===== config.mk =====
export PLATFORM = sky130hd
export DESIGN_NAME = pwu_output_stage
export DESIGN_NICKNAME = d
export VERILOG_FILES = /design/src/verilog/pwu_pkg.sv /design/src/verilog/pwu_output_stage.sv
export SDC_FILE = /design/constraint.sdc
export NUM_CORES = 1
export LEC_CHECK = 0
export ABC_AREA = 1
export BUFFER_PORTS_ARGS = -buffer_cell sky130_fd_sc_hd__clkbuf_2
export CORE_ASPECT_RATIO = 0.7
export CORE_MARGIN = 1
export CORE_UTILIZATION = 50
export DETAILED_ROUTE_END_ITERATION = 16
export GPL_TIMING_DRIVEN = 0
export PLACE_DENSITY = 0.84
export SYNTH_ARGS = -nofsm -noshare
export SYNTH_HDL_FRONTEND = slang
export SYNTH_SLANG_ARGS = --single-unit

===== constraint.sdc =====
create_clock -name clk_i -period 1.8 [get_ports clk_i]
set_input_delay 0.36 -clock clk_i [delete_from_list [all_inputs] [get_ports clk_i]]
set_output_delay 0.36 -clock clk_i [all_outputs]
set_load 0.02 [all_outputs]

===== src/verilog/pwu_pkg.sv =====
/*
 * pwu_pkg: register indices, field positions, reset values and bus carriers
 * for the pwm unit output stage.
 * assumes a classic wishbone master with 32-bit data; registers are 8 bits
 * wide, one per aligned word, byte address = 4 * register index.
 */
`default_nettype none

package pwu_pkg;

    // register indices (byte address is four times the index)
    localparam logic [7:0] IDX_DUTY_HIGH = 8'hc9;
    localparam logic [7:0] IDX_DUTY_LOW = 8'hca;
    localparam logic [7:0] IDX_PERIOD_HIGH = 8'hfa;
    localparam logic [7:0] IDX_PERIOD_LOW = 8'hfb;
    localparam logic [7:0] IDX_COUNT_HIGH = 8'hfc;
    localparam logic [7:0] IDX_COUNT_LOW = 8'hfd;
    localparam logic [7:0] IDX_IRQ_CTRL = 8'hfe;
    localparam logic [7:0] IDX_UNIT_CTRL = 8'hf8;
    localparam logic [7:0] IDX_EVT_STATUS = 8'hf7;
    localparam logic [7:0] IDX_EVT_MASK = 8'hf6;

    // unit control register fields
    localparam int CTL_UPDATE = 7;
    localparam int CTL_RUN = 6;
    localparam int CTL_OCLK = 4;
    localparam int CTL_INV = 1;
    localparam int CTL_EN = 0;
    localparam logic [7:0] CTL_WRITABLE = 8'hd3;

    // interrupt flags and enables register fields
    localparam int IC_OVT_FLAG = 7;
    localparam int IC_MATCH_FLAG = 4;
    localparam int IC_OVT_EN = 3;
    localparam int IC_MATCH_EN = 0;
    localparam logic [7:0] IC_WRITABLE = 8'h99;
    localparam logic [7:0] EVT_WRITABLE = 8'h90;

    // reset values
    localparam logic [15:0] RST_DUTY = 16'h0000;
    localparam logic [15:0] RST_PERIOD = 16'hffff;
    localparam logic [15:0] RST_COUNT = 16'h0000;
    localparam logic [7:0] RST_CTRL = 8'h00;
    localparam logic [7:0] RST_IC = 8'h00;
    localparam logic [7:0] RST_EVT = 8'h00;
    localparam logic [7:0] RST_EVT_MASK = 8'h00;

    typedef struct packed {
        logic cyc;
        logic stb;
        logic we;
        logic [31:0] adr;
        logic [3:0] sel;
        logic [31:0] dat;
    } pwu_wb_req_t;

    typedef struct packed {
        logic ack;
        logic [31:0] dat;
    } pwu_wb_rsp_t;

endpackage : pwu_pkg

`default_nettype wire


===== src/verilog/pwu_output_stage.sv =====
/*
 * pwu_output_stage: 16-bit pwm unit with one compare module, shadowed
 * period and duty, output selector for the shared pin, interrupt flags,
 * and a classic wishbone register slave.
 * assumes one clock, synchronous active-high reset, an external clocking
 * signal from outside the clock domain, and the port latch of the pin's
 * general i/o path on the same clock.
 */
`timescale 1ns/1ps
`default_nettype none

module pwu_output_stage (
    input wire logic clk_i,
    input wire logic rst_i,
    input wire pwu_pkg::pwu_wb_req_t wb_req_i,
    output pwu_pkg::pwu_wb_rsp_t wb_rsp_o,
    input wire logic ext_clk_i,
    input wire logic gpio_dout_i,
    input wire logic gpio_oe_n_i,
    output logic pin_o,
    output logic pin_oe_n_o,
    output logic irq_o
);

    function automatic logic reg_hit(input logic [31:0] adr, input logic [7:0] idx);
        reg_hit = (adr == {22'h0, idx, 2'b00});
    endfunction : reg_hit

    // software registers
    logic [15:0] duty;
    logic [15:0] period;
    logic [7:0] ctrl;
    logic [7:0] ic;
    logic [7:0] evt;
    logic [7:0] evt_mask;
    // datapath state
    logic [15:0] sh_duty;
    logic [15:0] sh_period;
    logic [15:0] count;
    logic [1:0] ext_sync;
    logic ack;
    logic [31:0] rdat;
    logic pin;
    logic pin_oe_n;

    // bus decode
    wire acc = wb_req_i.cyc & wb_req_i.stb & ~ack;
    wire wr = acc & wb_req_i.we & wb_req_i.sel[0];
    wire rd = acc & ~wb_req_i.we;
    wire [7:0] wdat = wb_req_i.dat[7:0];
    wire hit_duty_h = reg_hit(wb_req_i.adr, pwu_pkg::IDX_DUTY_HIGH);
    wire hit_duty_l = reg_hit(wb_req_i.adr, pwu_pkg::IDX_DUTY_LOW);
    wire hit_per_h = reg_hit(wb_req_i.adr, pwu_pkg::IDX_PERIOD_HIGH);
    wire hit_per_l = reg_hit(wb_req_i.adr, pwu_pkg::IDX_PERIOD_LOW);
    wire hit_cnt_h = reg_hit(wb_req_i.adr, pwu_pkg::IDX_COUNT_HIGH);
    wire hit_cnt_l = reg_hit(wb_req_i.adr, pwu_pkg::IDX_COUNT_LOW);
    wire hit_ic = reg_hit(wb_req_i.adr, pwu_pkg::IDX_IRQ_CTRL);
    wire hit_ctl = reg_hit(wb_req_i.adr, pwu_pkg::IDX_UNIT_CTRL);
    wire hit_evt = reg_hit(wb_req_i.adr, pwu_pkg::IDX_EVT_STATUS);
    wire hit_msk = reg_hit(wb_req_i.adr, pwu_pkg::IDX_EVT_MASK);
    wire wr_ctl = wr & hit_ctl;
    wire wr_ic = wr & hit_ic;
    wire rd_evt = rd & hit_evt;

    // control fields
    wire run = ctrl[pwu_pkg::CTL_RUN];
    wire upd_req = ctrl[pwu_pkg::CTL_UPDATE];
    wire oclk_sel = ctrl[pwu_pkg::CTL_OCLK];
    wire start_lvl = ctrl[pwu_pkg::CTL_INV];
    wire out_en = ctrl[pwu_pkg::CTL_EN];
    wire ext_clk_s = ext_sync[1];

    // counter events; all-ones also rolls over so a period of ffffh works
    wire ovt_evt = run & ((count > sh_period) | (&count));
    wire match_evt = run & (count == sh_duty);
    wire reload = ovt_evt & upd_req;
    wire shadow_load = ~run | reload;

    wire [15:0] next_count = ovt_evt ? 16'h0000 : (run ? count + 16'h0001 : count);
    wire [15:0] next_duty = {hit_duty_h & wr ? wdat : duty[15:8],
                             hit_duty_l & wr ? wdat : duty[7:0]};
    // single period pair; more modules would all compare against it
    wire [15:0] next_period = {hit_per_h & wr ? wdat : period[15:8],
                               hit_per_l & wr ? wdat : period[7:0]};
    wire [15:0] next_sh_duty = shadow_load ? duty : sh_duty;
    wire [15:0] next_sh_period = shadow_load ? period : sh_period;

    // a software write of the update bit beats the hardware clear
    wire [7:0] ctl_hw = reload ? {1'b0, ctrl[6:0]} : ctrl;
    wire [7:0] next_ctrl = wr_ctl ? (wdat & pwu_pkg::CTL_WRITABLE) : ctl_hw;

    // hardware set wins over a software clear in the same cycle
    wire [7:0] evt_hw = {ovt_evt, 2'b00, match_evt, 4'h0};
    wire [7:0] ic_base = wr_ic ? (wdat & pwu_pkg::IC_WRITABLE) : ic;
    wire [7:0] next_ic = ic_base | evt_hw;
    wire [7:0] next_evt = (rd_evt ? pwu_pkg::RST_EVT : evt) | evt_hw;
    wire [7:0] next_evt_mask = wr & hit_msk ? (wdat & pwu_pkg::EVT_WRITABLE) : evt_mask;

    // output waveform
    wire pwm_lvl = (count < sh_duty) ? start_lvl : ~start_lvl;
    wire next_pin = out_en ? (oclk_sel ? ext_clk_s : pwm_lvl) : gpio_dout_i;
    wire next_pin_oe_n = out_en ? 1'b0 : gpio_oe_n_i;

    // read mux; unmapped words read zero
    wire [7:0] rd_byte =
        hit_duty_h ? duty[15:8] :
        hit_duty_l ? duty[7:0] :
        hit_per_h ? period[15:8] :
        hit_per_l ? period[7:0] :
        hit_cnt_h ? count[15:8] :
        hit_cnt_l ? count[7:0] :
        hit_ic ? ic :
        hit_ctl ? ctrl :
        hit_evt ? evt :
        hit_msk ? evt_mask : 8'h00;

    wire irq_flags = (ic[pwu_pkg::IC_OVT_FLAG] & ic[pwu_pkg::IC_OVT_EN])
                   | (ic[pwu_pkg::IC_MATCH_FLAG] & ic[pwu_pkg::IC_MATCH_EN]);

    always_ff @(posedge clk_i)
    begin
        ext_sync <= {ext_sync[0], ext_clk_i};
    end

    always_ff @(posedge clk_i)
    begin
        if (rst_i)
        begin
            duty <= pwu_pkg::RST_DUTY;
            period <= pwu_pkg::RST_PERIOD;
            ctrl <= pwu_pkg::RST_CTRL;
            ic <= pwu_pkg::RST_IC;
            evt <= pwu_pkg::RST_EVT;
            evt_mask <= pwu_pkg::RST_EVT_MASK;
        end
        else
        begin
            duty <= next_duty;
            period <= next_period;
            ctrl <= next_ctrl;
            ic <= next_ic;
            evt <= next_evt;
            evt_mask <= next_evt_mask;
        end
    end

    always_ff @(posedge clk_i)
    begin
        if (rst_i)
        begin
            sh_duty <= pwu_pkg::RST_DUTY;
            sh_period <= pwu_pkg::RST_PERIOD;
            count <= pwu_pkg::RST_COUNT;
        end
        else
        begin
            sh_duty <= next_sh_duty;
            sh_period <= next_sh_period;
            count <= next_count;
        end
    end

    always_ff @(posedge clk_i)
    begin
        if (rst_i)
        begin
            pin <= 1'b0;
            pin_oe_n <= 1'b1;
        end
        else
        begin
            pin <= next_pin;
            pin_oe_n <= next_pin_oe_n;
        end
    end

    // one wait state: ack registered, dropped the cycle after
    always_ff @(posedge clk_i)
    begin
        if (rst_i)
        begin
            ack <= 1'b0;
            rdat <= 32'h00000000;
        end
        else
        begin
            ack <= acc;
            rdat <= acc ? {24'h000000, rd_byte} : 32'h00000000;
        end
    end

    assign wb_rsp_o = '{ack: ack, dat: rdat};
    assign pin_o = pin;
    assign pin_oe_n_o = pin_oe_n;
    // read-clear status is separate so reading never loses documented flags
    assign irq_o = irq_flags | (|(evt & evt_mask));

    chk_low_level: assert property (
        @(posedge clk_i) disable iff (rst_i)
        out_en & ~oclk_sel & run & (count < sh_duty) |=> pin_o == $past(start_lvl))
        else $error("pin not at start level below duty");

    chk_high_level: assert property (
        @(posedge clk_i) disable iff (rst_i)
        out_en & ~oclk_sel & run & (count >= sh_duty) |=> pin_o != $past(start_lvl))
        else $error("pin not inverted at or above duty");

    chk_counter_reload: assert property (
        @(posedge clk_i) disable iff (rst_i)
        run & (count > sh_period) |=> count == 16'h0000)
        else $error("counter not reloaded after overtaking");

    chk_counter_up: assert property (
        @(posedge clk_i) disable iff (rst_i)
        run & (count < sh_period) |=> count == $past(count) + 16'h0001)
        else $error("counter did not advance by one");

    chk_shadow_reload: assert property (
        @(posedge clk_i) disable iff (rst_i)
        ovt_evt & upd_req |=> (sh_duty == $past(duty)) && (sh_period == $past(period)))
        else $error("shadows not reloaded on overtaking");

    chk_shadow_hold: assert property (
        @(posedge clk_i) disable iff (rst_i)
        run & ~ovt_evt |=> $stable(sh_duty) && $stable(sh_period))
        else $error("shadow changed while running without reload");

    chk_stopped_copy: assert property (
        @(posedge clk_i) disable iff (rst_i)
        ~run ##1 ~run |-> (sh_duty == $past(duty)) && (sh_period == $past(period)))
        else $error("shadows not following while stopped");

    chk_update_clear: assert property (
        @(posedge clk_i) disable iff (rst_i)
        ovt_evt & upd_req & ~wr_ctl |=> ~ctrl[pwu_pkg::CTL_UPDATE])
        else $error("update request not cleared after load");

    chk_ovt_flag: assert property (
        @(posedge clk_i) disable iff (rst_i)
        ovt_evt |=> ic[pwu_pkg::IC_OVT_FLAG] && evt[pwu_pkg::IC_OVT_FLAG])
        else $error("overtake flag not set");

    chk_match_flag: assert property (
        @(posedge clk_i) disable iff (rst_i)
        match_evt |=> ic[pwu_pkg::IC_MATCH_FLAG])
        else $error("match flag not set");

    chk_flag_sticky: assert property (
        @(posedge clk_i) disable iff (rst_i)
        ic[pwu_pkg::IC_OVT_FLAG] & ~wr_ic |=> ic[pwu_pkg::IC_OVT_FLAG])
        else $error("overtake flag cleared without software");

    chk_irq_flags: assert property (
        @(posedge clk_i) disable iff (rst_i)
        ~(ic[pwu_pkg::IC_OVT_FLAG] & ic[pwu_pkg::IC_OVT_EN]) &
        ~(ic[pwu_pkg::IC_MATCH_FLAG] & ic[pwu_pkg::IC_MATCH_EN]) &
        ((evt & evt_mask) == 8'h00) |-> ~irq_o)
        else $error("interrupt raised with no enabled flag");

    chk_ovt_irq: assert property (
        @(posedge clk_i) disable iff (rst_i)
        ic[pwu_pkg::IC_OVT_FLAG] & ic[pwu_pkg::IC_OVT_EN] |-> irq_o)
        else $error("enabled overtake flag not raising interrupt");

    chk_match_irq: assert property (
        @(posedge clk_i) disable iff (rst_i)
        ic[pwu_pkg::IC_MATCH_FLAG] & ic[pwu_pkg::IC_MATCH_EN] |-> irq_o)
        else $error("enabled match flag not raising interrupt");

    chk_match_sticky: assert property (
        @(posedge clk_i) disable iff (rst_i)
        ic[pwu_pkg::IC_MATCH_FLAG] & ~wr_ic |=> ic[pwu_pkg::IC_MATCH_FLAG])
        else $error("match flag cleared without software");

    chk_unused_bits: assert property (
        @(posedge clk_i) disable iff (rst_i)
        (ic & ~pwu_pkg::IC_WRITABLE) == 8'h00)
        else $error("unused interrupt register bits set");

    chk_clock_out: assert property (
        @(posedge clk_i) disable iff (rst_i)
        out_en & oclk_sel |=> pin_o == $past(ext_clk_s) && ~pin_oe_n_o)
        else $error("pin not carrying external clock");

    chk_io_mode: assert property (
        @(posedge clk_i) disable iff (rst_i)
        // release edge still loads the reset values into the pin
        ~rst_i & ~out_en |=> pin_o == $past(gpio_dout_i) && pin_oe_n_o == $past(gpio_oe_n_i))
        else $error("pin not handed to general i/o");

    chk_bus_ack: assert property (
        @(posedge clk_i) disable iff (rst_i)
        acc |=> ack ##1 ~ack)
        else $error("bus ack not a single cycle");

    chk_ack_idle: assert property (
        @(posedge clk_i) disable iff (rst_i)
        ~(wb_req_i.cyc & wb_req_i.stb) |=> ~ack)
        else $error("ack without a request");

    chk_duty_high_write: assert property (
        @(posedge clk_i) disable iff (rst_i)
        wr & hit_duty_h |=> duty[15:8] == $past(wdat))
        else $error("duty high byte not written");

    chk_duty_low_write: assert property (
        @(posedge clk_i) disable iff (rst_i)
        wr & hit_duty_l |=> duty[7:0] == $past(wdat))
        else $error("duty low byte not written");

    chk_period_write: assert property (
        @(posedge clk_i) disable iff (rst_i)
        wr & hit_per_l |=> period[7:0] == $past(wdat))
        else $error("period low byte not written");

    chk_pin_driven: assert property (
        @(posedge clk_i) disable iff (rst_i)
        out_en |=> ~pin_oe_n_o)
        else $error("pin not driven while output enabled");

    chk_update_hold: assert property (
        @(posedge clk_i) disable iff (rst_i)
        upd_req & ~ovt_evt & ~wr_ctl |=> upd_req)
        else $error("update request dropped before overtaking");

    chk_shadow_keep: assert property (
        @(posedge clk_i) disable iff (rst_i)
        ovt_evt & ~upd_req |=> $stable(sh_duty) && $stable(sh_period))
        else $error("shadow reloaded without update request");

    chk_stopped_count: assert property (
        @(posedge clk_i) disable iff (rst_i)
        ~run |=> $stable(count))
        else $error("counter moved while stopped");

    chk_ic_readback: assert property (
        @(posedge clk_i) disable iff (rst_i)
        rd & hit_ic |=> wb_rsp_o.dat == {24'h000000, $past(ic)})
        else $error("interrupt register read data wrong");

    chk_status_clear: assert property (
        @(posedge clk_i) disable iff (rst_i)
        rd_evt & ~ovt_evt & ~match_evt |=> evt == 8'h00)
        else $error("event status not cleared by read");

    chk_ctrl_unused: assert property (
        @(posedge clk_i) disable iff (rst_i)
        (ctrl & ~pwu_pkg::CTL_WRITABLE) == 8'h00)
        else $error("unused control bits set");

    chk_ctrl_reset: assert property (
        @(posedge clk_i)
        rst_i |=> ctrl == pwu_pkg::RST_CTRL && pin_oe_n_o)
        else $error("control register or pin not reset");

    chk_ic_reset: assert property (
        @(posedge clk_i)
        rst_i |=> ic == pwu_pkg::RST_IC)
        else $error("interrupt register not reset");

    chk_duty_reset: assert property (
        @(posedge clk_i)
        rst_i |=> duty == pwu_pkg::RST_DUTY)
        else $error("duty register not reset");

    chk_period_reset: assert property (
        @(posedge clk_i)
        rst_i |=> period == pwu_pkg::RST_PERIOD && count == pwu_pkg::RST_COUNT)
        else $error("period or counter not reset");

endmodule : pwu_output_stage

`default_nettype wire


==> impl_results.md <==
* Status: finished with violations
* Violated checks: negative setup slack
* Post-DP HPWL at 12.8 mm
* P&R area growth vs syn at 34.2%
* Area leader, netlist: dfxtp_1
* Reg-to-reg critical path endpoint: count[5]$_SDFFE_PP0P_
* Sinks on Clock Net at 106
* Fin. Hold Viols at 0
* Final Core Density at 69.9%
* CTS tree: built
* Core area at 11100 µm²
* Total power at 4.69 mW
* Seq cells post-synth at 106
* Relative slew slack at 40.4%
* Initial core utilization at 52.1%
* Via density at 5.80
* Std-Cell Rows at 32
* Reg area at 2170 µm²
* Chip Height at 92.1 µm
* Worst slack at placement at -0.533 ns
* Top post-synthesis cells by area: dfxtp_1 (37%), nand2_1 (10%), ha_1 (7.1%)
* Fraction of layout cells with a size suffix above 1 at 36.9%
* Crit path buffers/inverters at 5
* CP dominant cell by count: buf_4
* Hold Buf Count CTS at 0
* Max clock buf depth at 2
* Slowest stage delay, CP at 0.33 ns
* Layout Skew at 0.00800 ns
* Hold/Removal Path Class: in2reg
* Crit path launch type: register
* Sequential element share of the synthesized area at 36.6%
* Top-level I/O count at 112
* Post-Place Cell Area at 6430 µm²
* Critical path depth in cells at 14
* Largest net degree at the start of global routing at 18
* Cell family with most CP delay: simple AND/OR/NAND/NOR gates
* CP Cell Sequence: inv_1 -> ha_4 -> nand2_1 -> buf_4 -> buf_4 -> nor2_1 -> nand3_1 -> o21ai_2 -> nand2_2 -> buf_4 -> nand2_4 -> nand2_8 -> buf_4 -> nor3b_2
* Cell with the most instances after synthesis: nand2_1
* Slew @ Worst Pin at 0.887 ns
* Critical Path RT at 2.08 ns
* Net count, final at 1029
* # setup viols final at 53
* Arr. time, crit path at 2.46 ns
* Max cap viols at 0
* ANT nets after route at 0
* Max VDD drop at 0.551 mV
* Worst R2R Setup Slack at -0.38 ns
* Pwr dens at 603 nW/µm²
* Final min period at 2.18 ns
* CP max-delay cell: dfxtp_2
* Setup TNS at -17.04 ns
* Detailed-route via count at 6251
* CP Capture Type: register
* Filler cell count at 783
* YS warnings at 0
* Length in cells of the worst reg-to-reg path at 14
* Footprint of the multi-input gates at 3730 µm²
* FF-to-FF Start: sh_period[2]$_SDFFE_PP1P_
* Critical path type: reg2reg
* Root buffer selected by CTS: clkbuf_16
* Main synth FF type: dfxtp_1
* CTS clk-pin slew, worst paths at 0.07 ns
* Fin area at 7780 µm²
* Initial antenna violation count at 0
* Worst setup startpoint: sh_period[2]$_SDFFE_PP1P_
* Fin crit share at 121%
* Final Hold Slack at 0.105 ns
* Total wire length at 20.1 mm
* Yosys top cell area share at 36.6%
* Crit path to: count[5]$_SDFFE_PP0P_
* Final non-filler cell total at 1077
* DRC at 0
* Achievable Freq at 0.459 GHz
* Post-synth EDFFs at 0
* Crit path max fanout at 6
* Cell Area, Synth at 5790 µm²
* Die W at 131 µm
* First-pass GRT wire length at 28.0 mm
* ANT cells at 0
* # placed instances at 1029
* Vias in the first global route at 5471
* Final worst slack at -0.378 ns
* RSZ-0062 raised after global routing: yes
* Initial DRC Count at 816
* Avg WL per Cell at 18.6 µm
* Htree depth at 3
* Gr usage total at 31.1%
* Worst skew pair latency at 0.36 ns
* Async set or reset register ratio after synthesis at 0%
* LEAKAGE at 3.52 nW
* Synth cell types at 48
* Avg Cell Area, Syn at 7.31 µm²
* Gr ovfl total at 0
* Port Buffers at 60
* Gpl congestion at 0.969
* Top cells by instance count after synthesis: nand2_1 (159), dfxtp_1 (106), inv_1 (92)
* Slew Limit Fails at 0
* Cells after Synth at 793
* Drt pass-1 iters at 6
* Area of the die at 12000 µm²
* Clock buffer count from CTS at 9
metal layers:
layer | vias to the layer above | track usage, % | wire [µm]
met3 | 106 | 12.3 | 2670
met1 | 2869 | 42.6 | 8140
met2 | 424 | 44.1 | 8380
met4 | 0 | 9.87 | 859
li1 | 2852 | - | -
met5 | - | 0 | 0
state kept, by name, summed over array words and instances, names as in the netlist, 2 cells and up:
| name | count |
|---|---|
| count | 16 |
| sh_duty | 16 |
| period | 16 |
| rdat | 8 |
| sh_period | 16 |
| duty | 16 |
| ext_sync | 2 |
| ic | 4 |
| evt | 2 |
| evt_mask | 2 |
| ctrl | 5 |
report_power, final:
part / leakage (nW) / internal, mW / switching (mW)
clock network: 0.145 / 1.12 / 0.909
logic: 2.51 / 0.115 / 0.210
registers: 0.861 / 2.34 / 0.00229
total: 3.52 / 3.57 / 1.12
repair_timing:
| action | CTS | global route |
|---|---|---|
| cloned | 4 | 1 |
| resized for setup | 101 | 108 |
| pin swaps | 13 | 31 |
| endpoints found under the setup margin | 55 | 68 |
| buffers inserted | 20 | 8 |
cells by family after synthesis:
| logic type | count (synthesis) | share of synthesized area [%] |
|---|---|---|
| other | 1 | 0.0647 |
| XOR/XNOR | 6 | 0.907 |
| adder cells (fa/ha/maj) | 33 | 7.13 |
| AO/OA/AOI/OAI | 146 | 14.5 |
| flip-flops | 106 | 36.6 |
| AND/OR/NAND/NOR | 349 | 28.8 |
| buffers and inverters | 152 | 12.0 |
final cells by class:
cell class,count,area share (%)
Clock buffer,10,3.07
Inverter,103,5.12
Multi-Input combinational cell,558,47.9
Clock inverter,5,0.820
Tap cell,153,2.46
Buffer,49,4.55
Sequential cell,106,27.9
Timing Repair Buffer,93,8.19
worst min path at each step:
stage	from	end	slack (ns)	depth (start not counted)
floorplan	ext_sync[0]$_DFF_P_	ext_sync[1]$_DFF_P_	0.31	0
global placement	ext_sync[0]$_DFF_P_	ext_sync[1]$_DFF_P_	0.31	0
detailed placement	ext_sync[0]$_DFF_P_	ext_sync[1]$_DFF_P_	0.33	0
CTS	ext_clk_i	ext_sync[0]$_DFF_P_	0.11	1
global route	ext_clk_i	ext_sync[0]$_DFF_P_	0.10	1
finish	ext_clk_i	ext_sync[0]$_DFF_P_	0.10	1
layout by cell type (no fill, tap or decap), types with 7 or more instances in the layout:
cell type and instances:
a21oi_1 52, a21oi_2 21, buf_4 48, buf_6 19, clkbuf_1 10, clkbuf_16 10
clkbuf_2 57, conb_1 24, dfxtp_1 83, dfxtp_2 16, dfxtp_4 7, ha_1 24
ha_4 8, inv_1 83, inv_2 16, nand2_1 121, nand2_2 35, nand2_4 10
nand3_1 56, nand3_2 19, nand4_1 16, nor2_1 25, nor2_2 14, nor2_4 12
nor3_1 7, o211ai_1 23, o21ai_0 29, o21ai_1 9
Note: power is estimated with default switching activity, not from simulation.
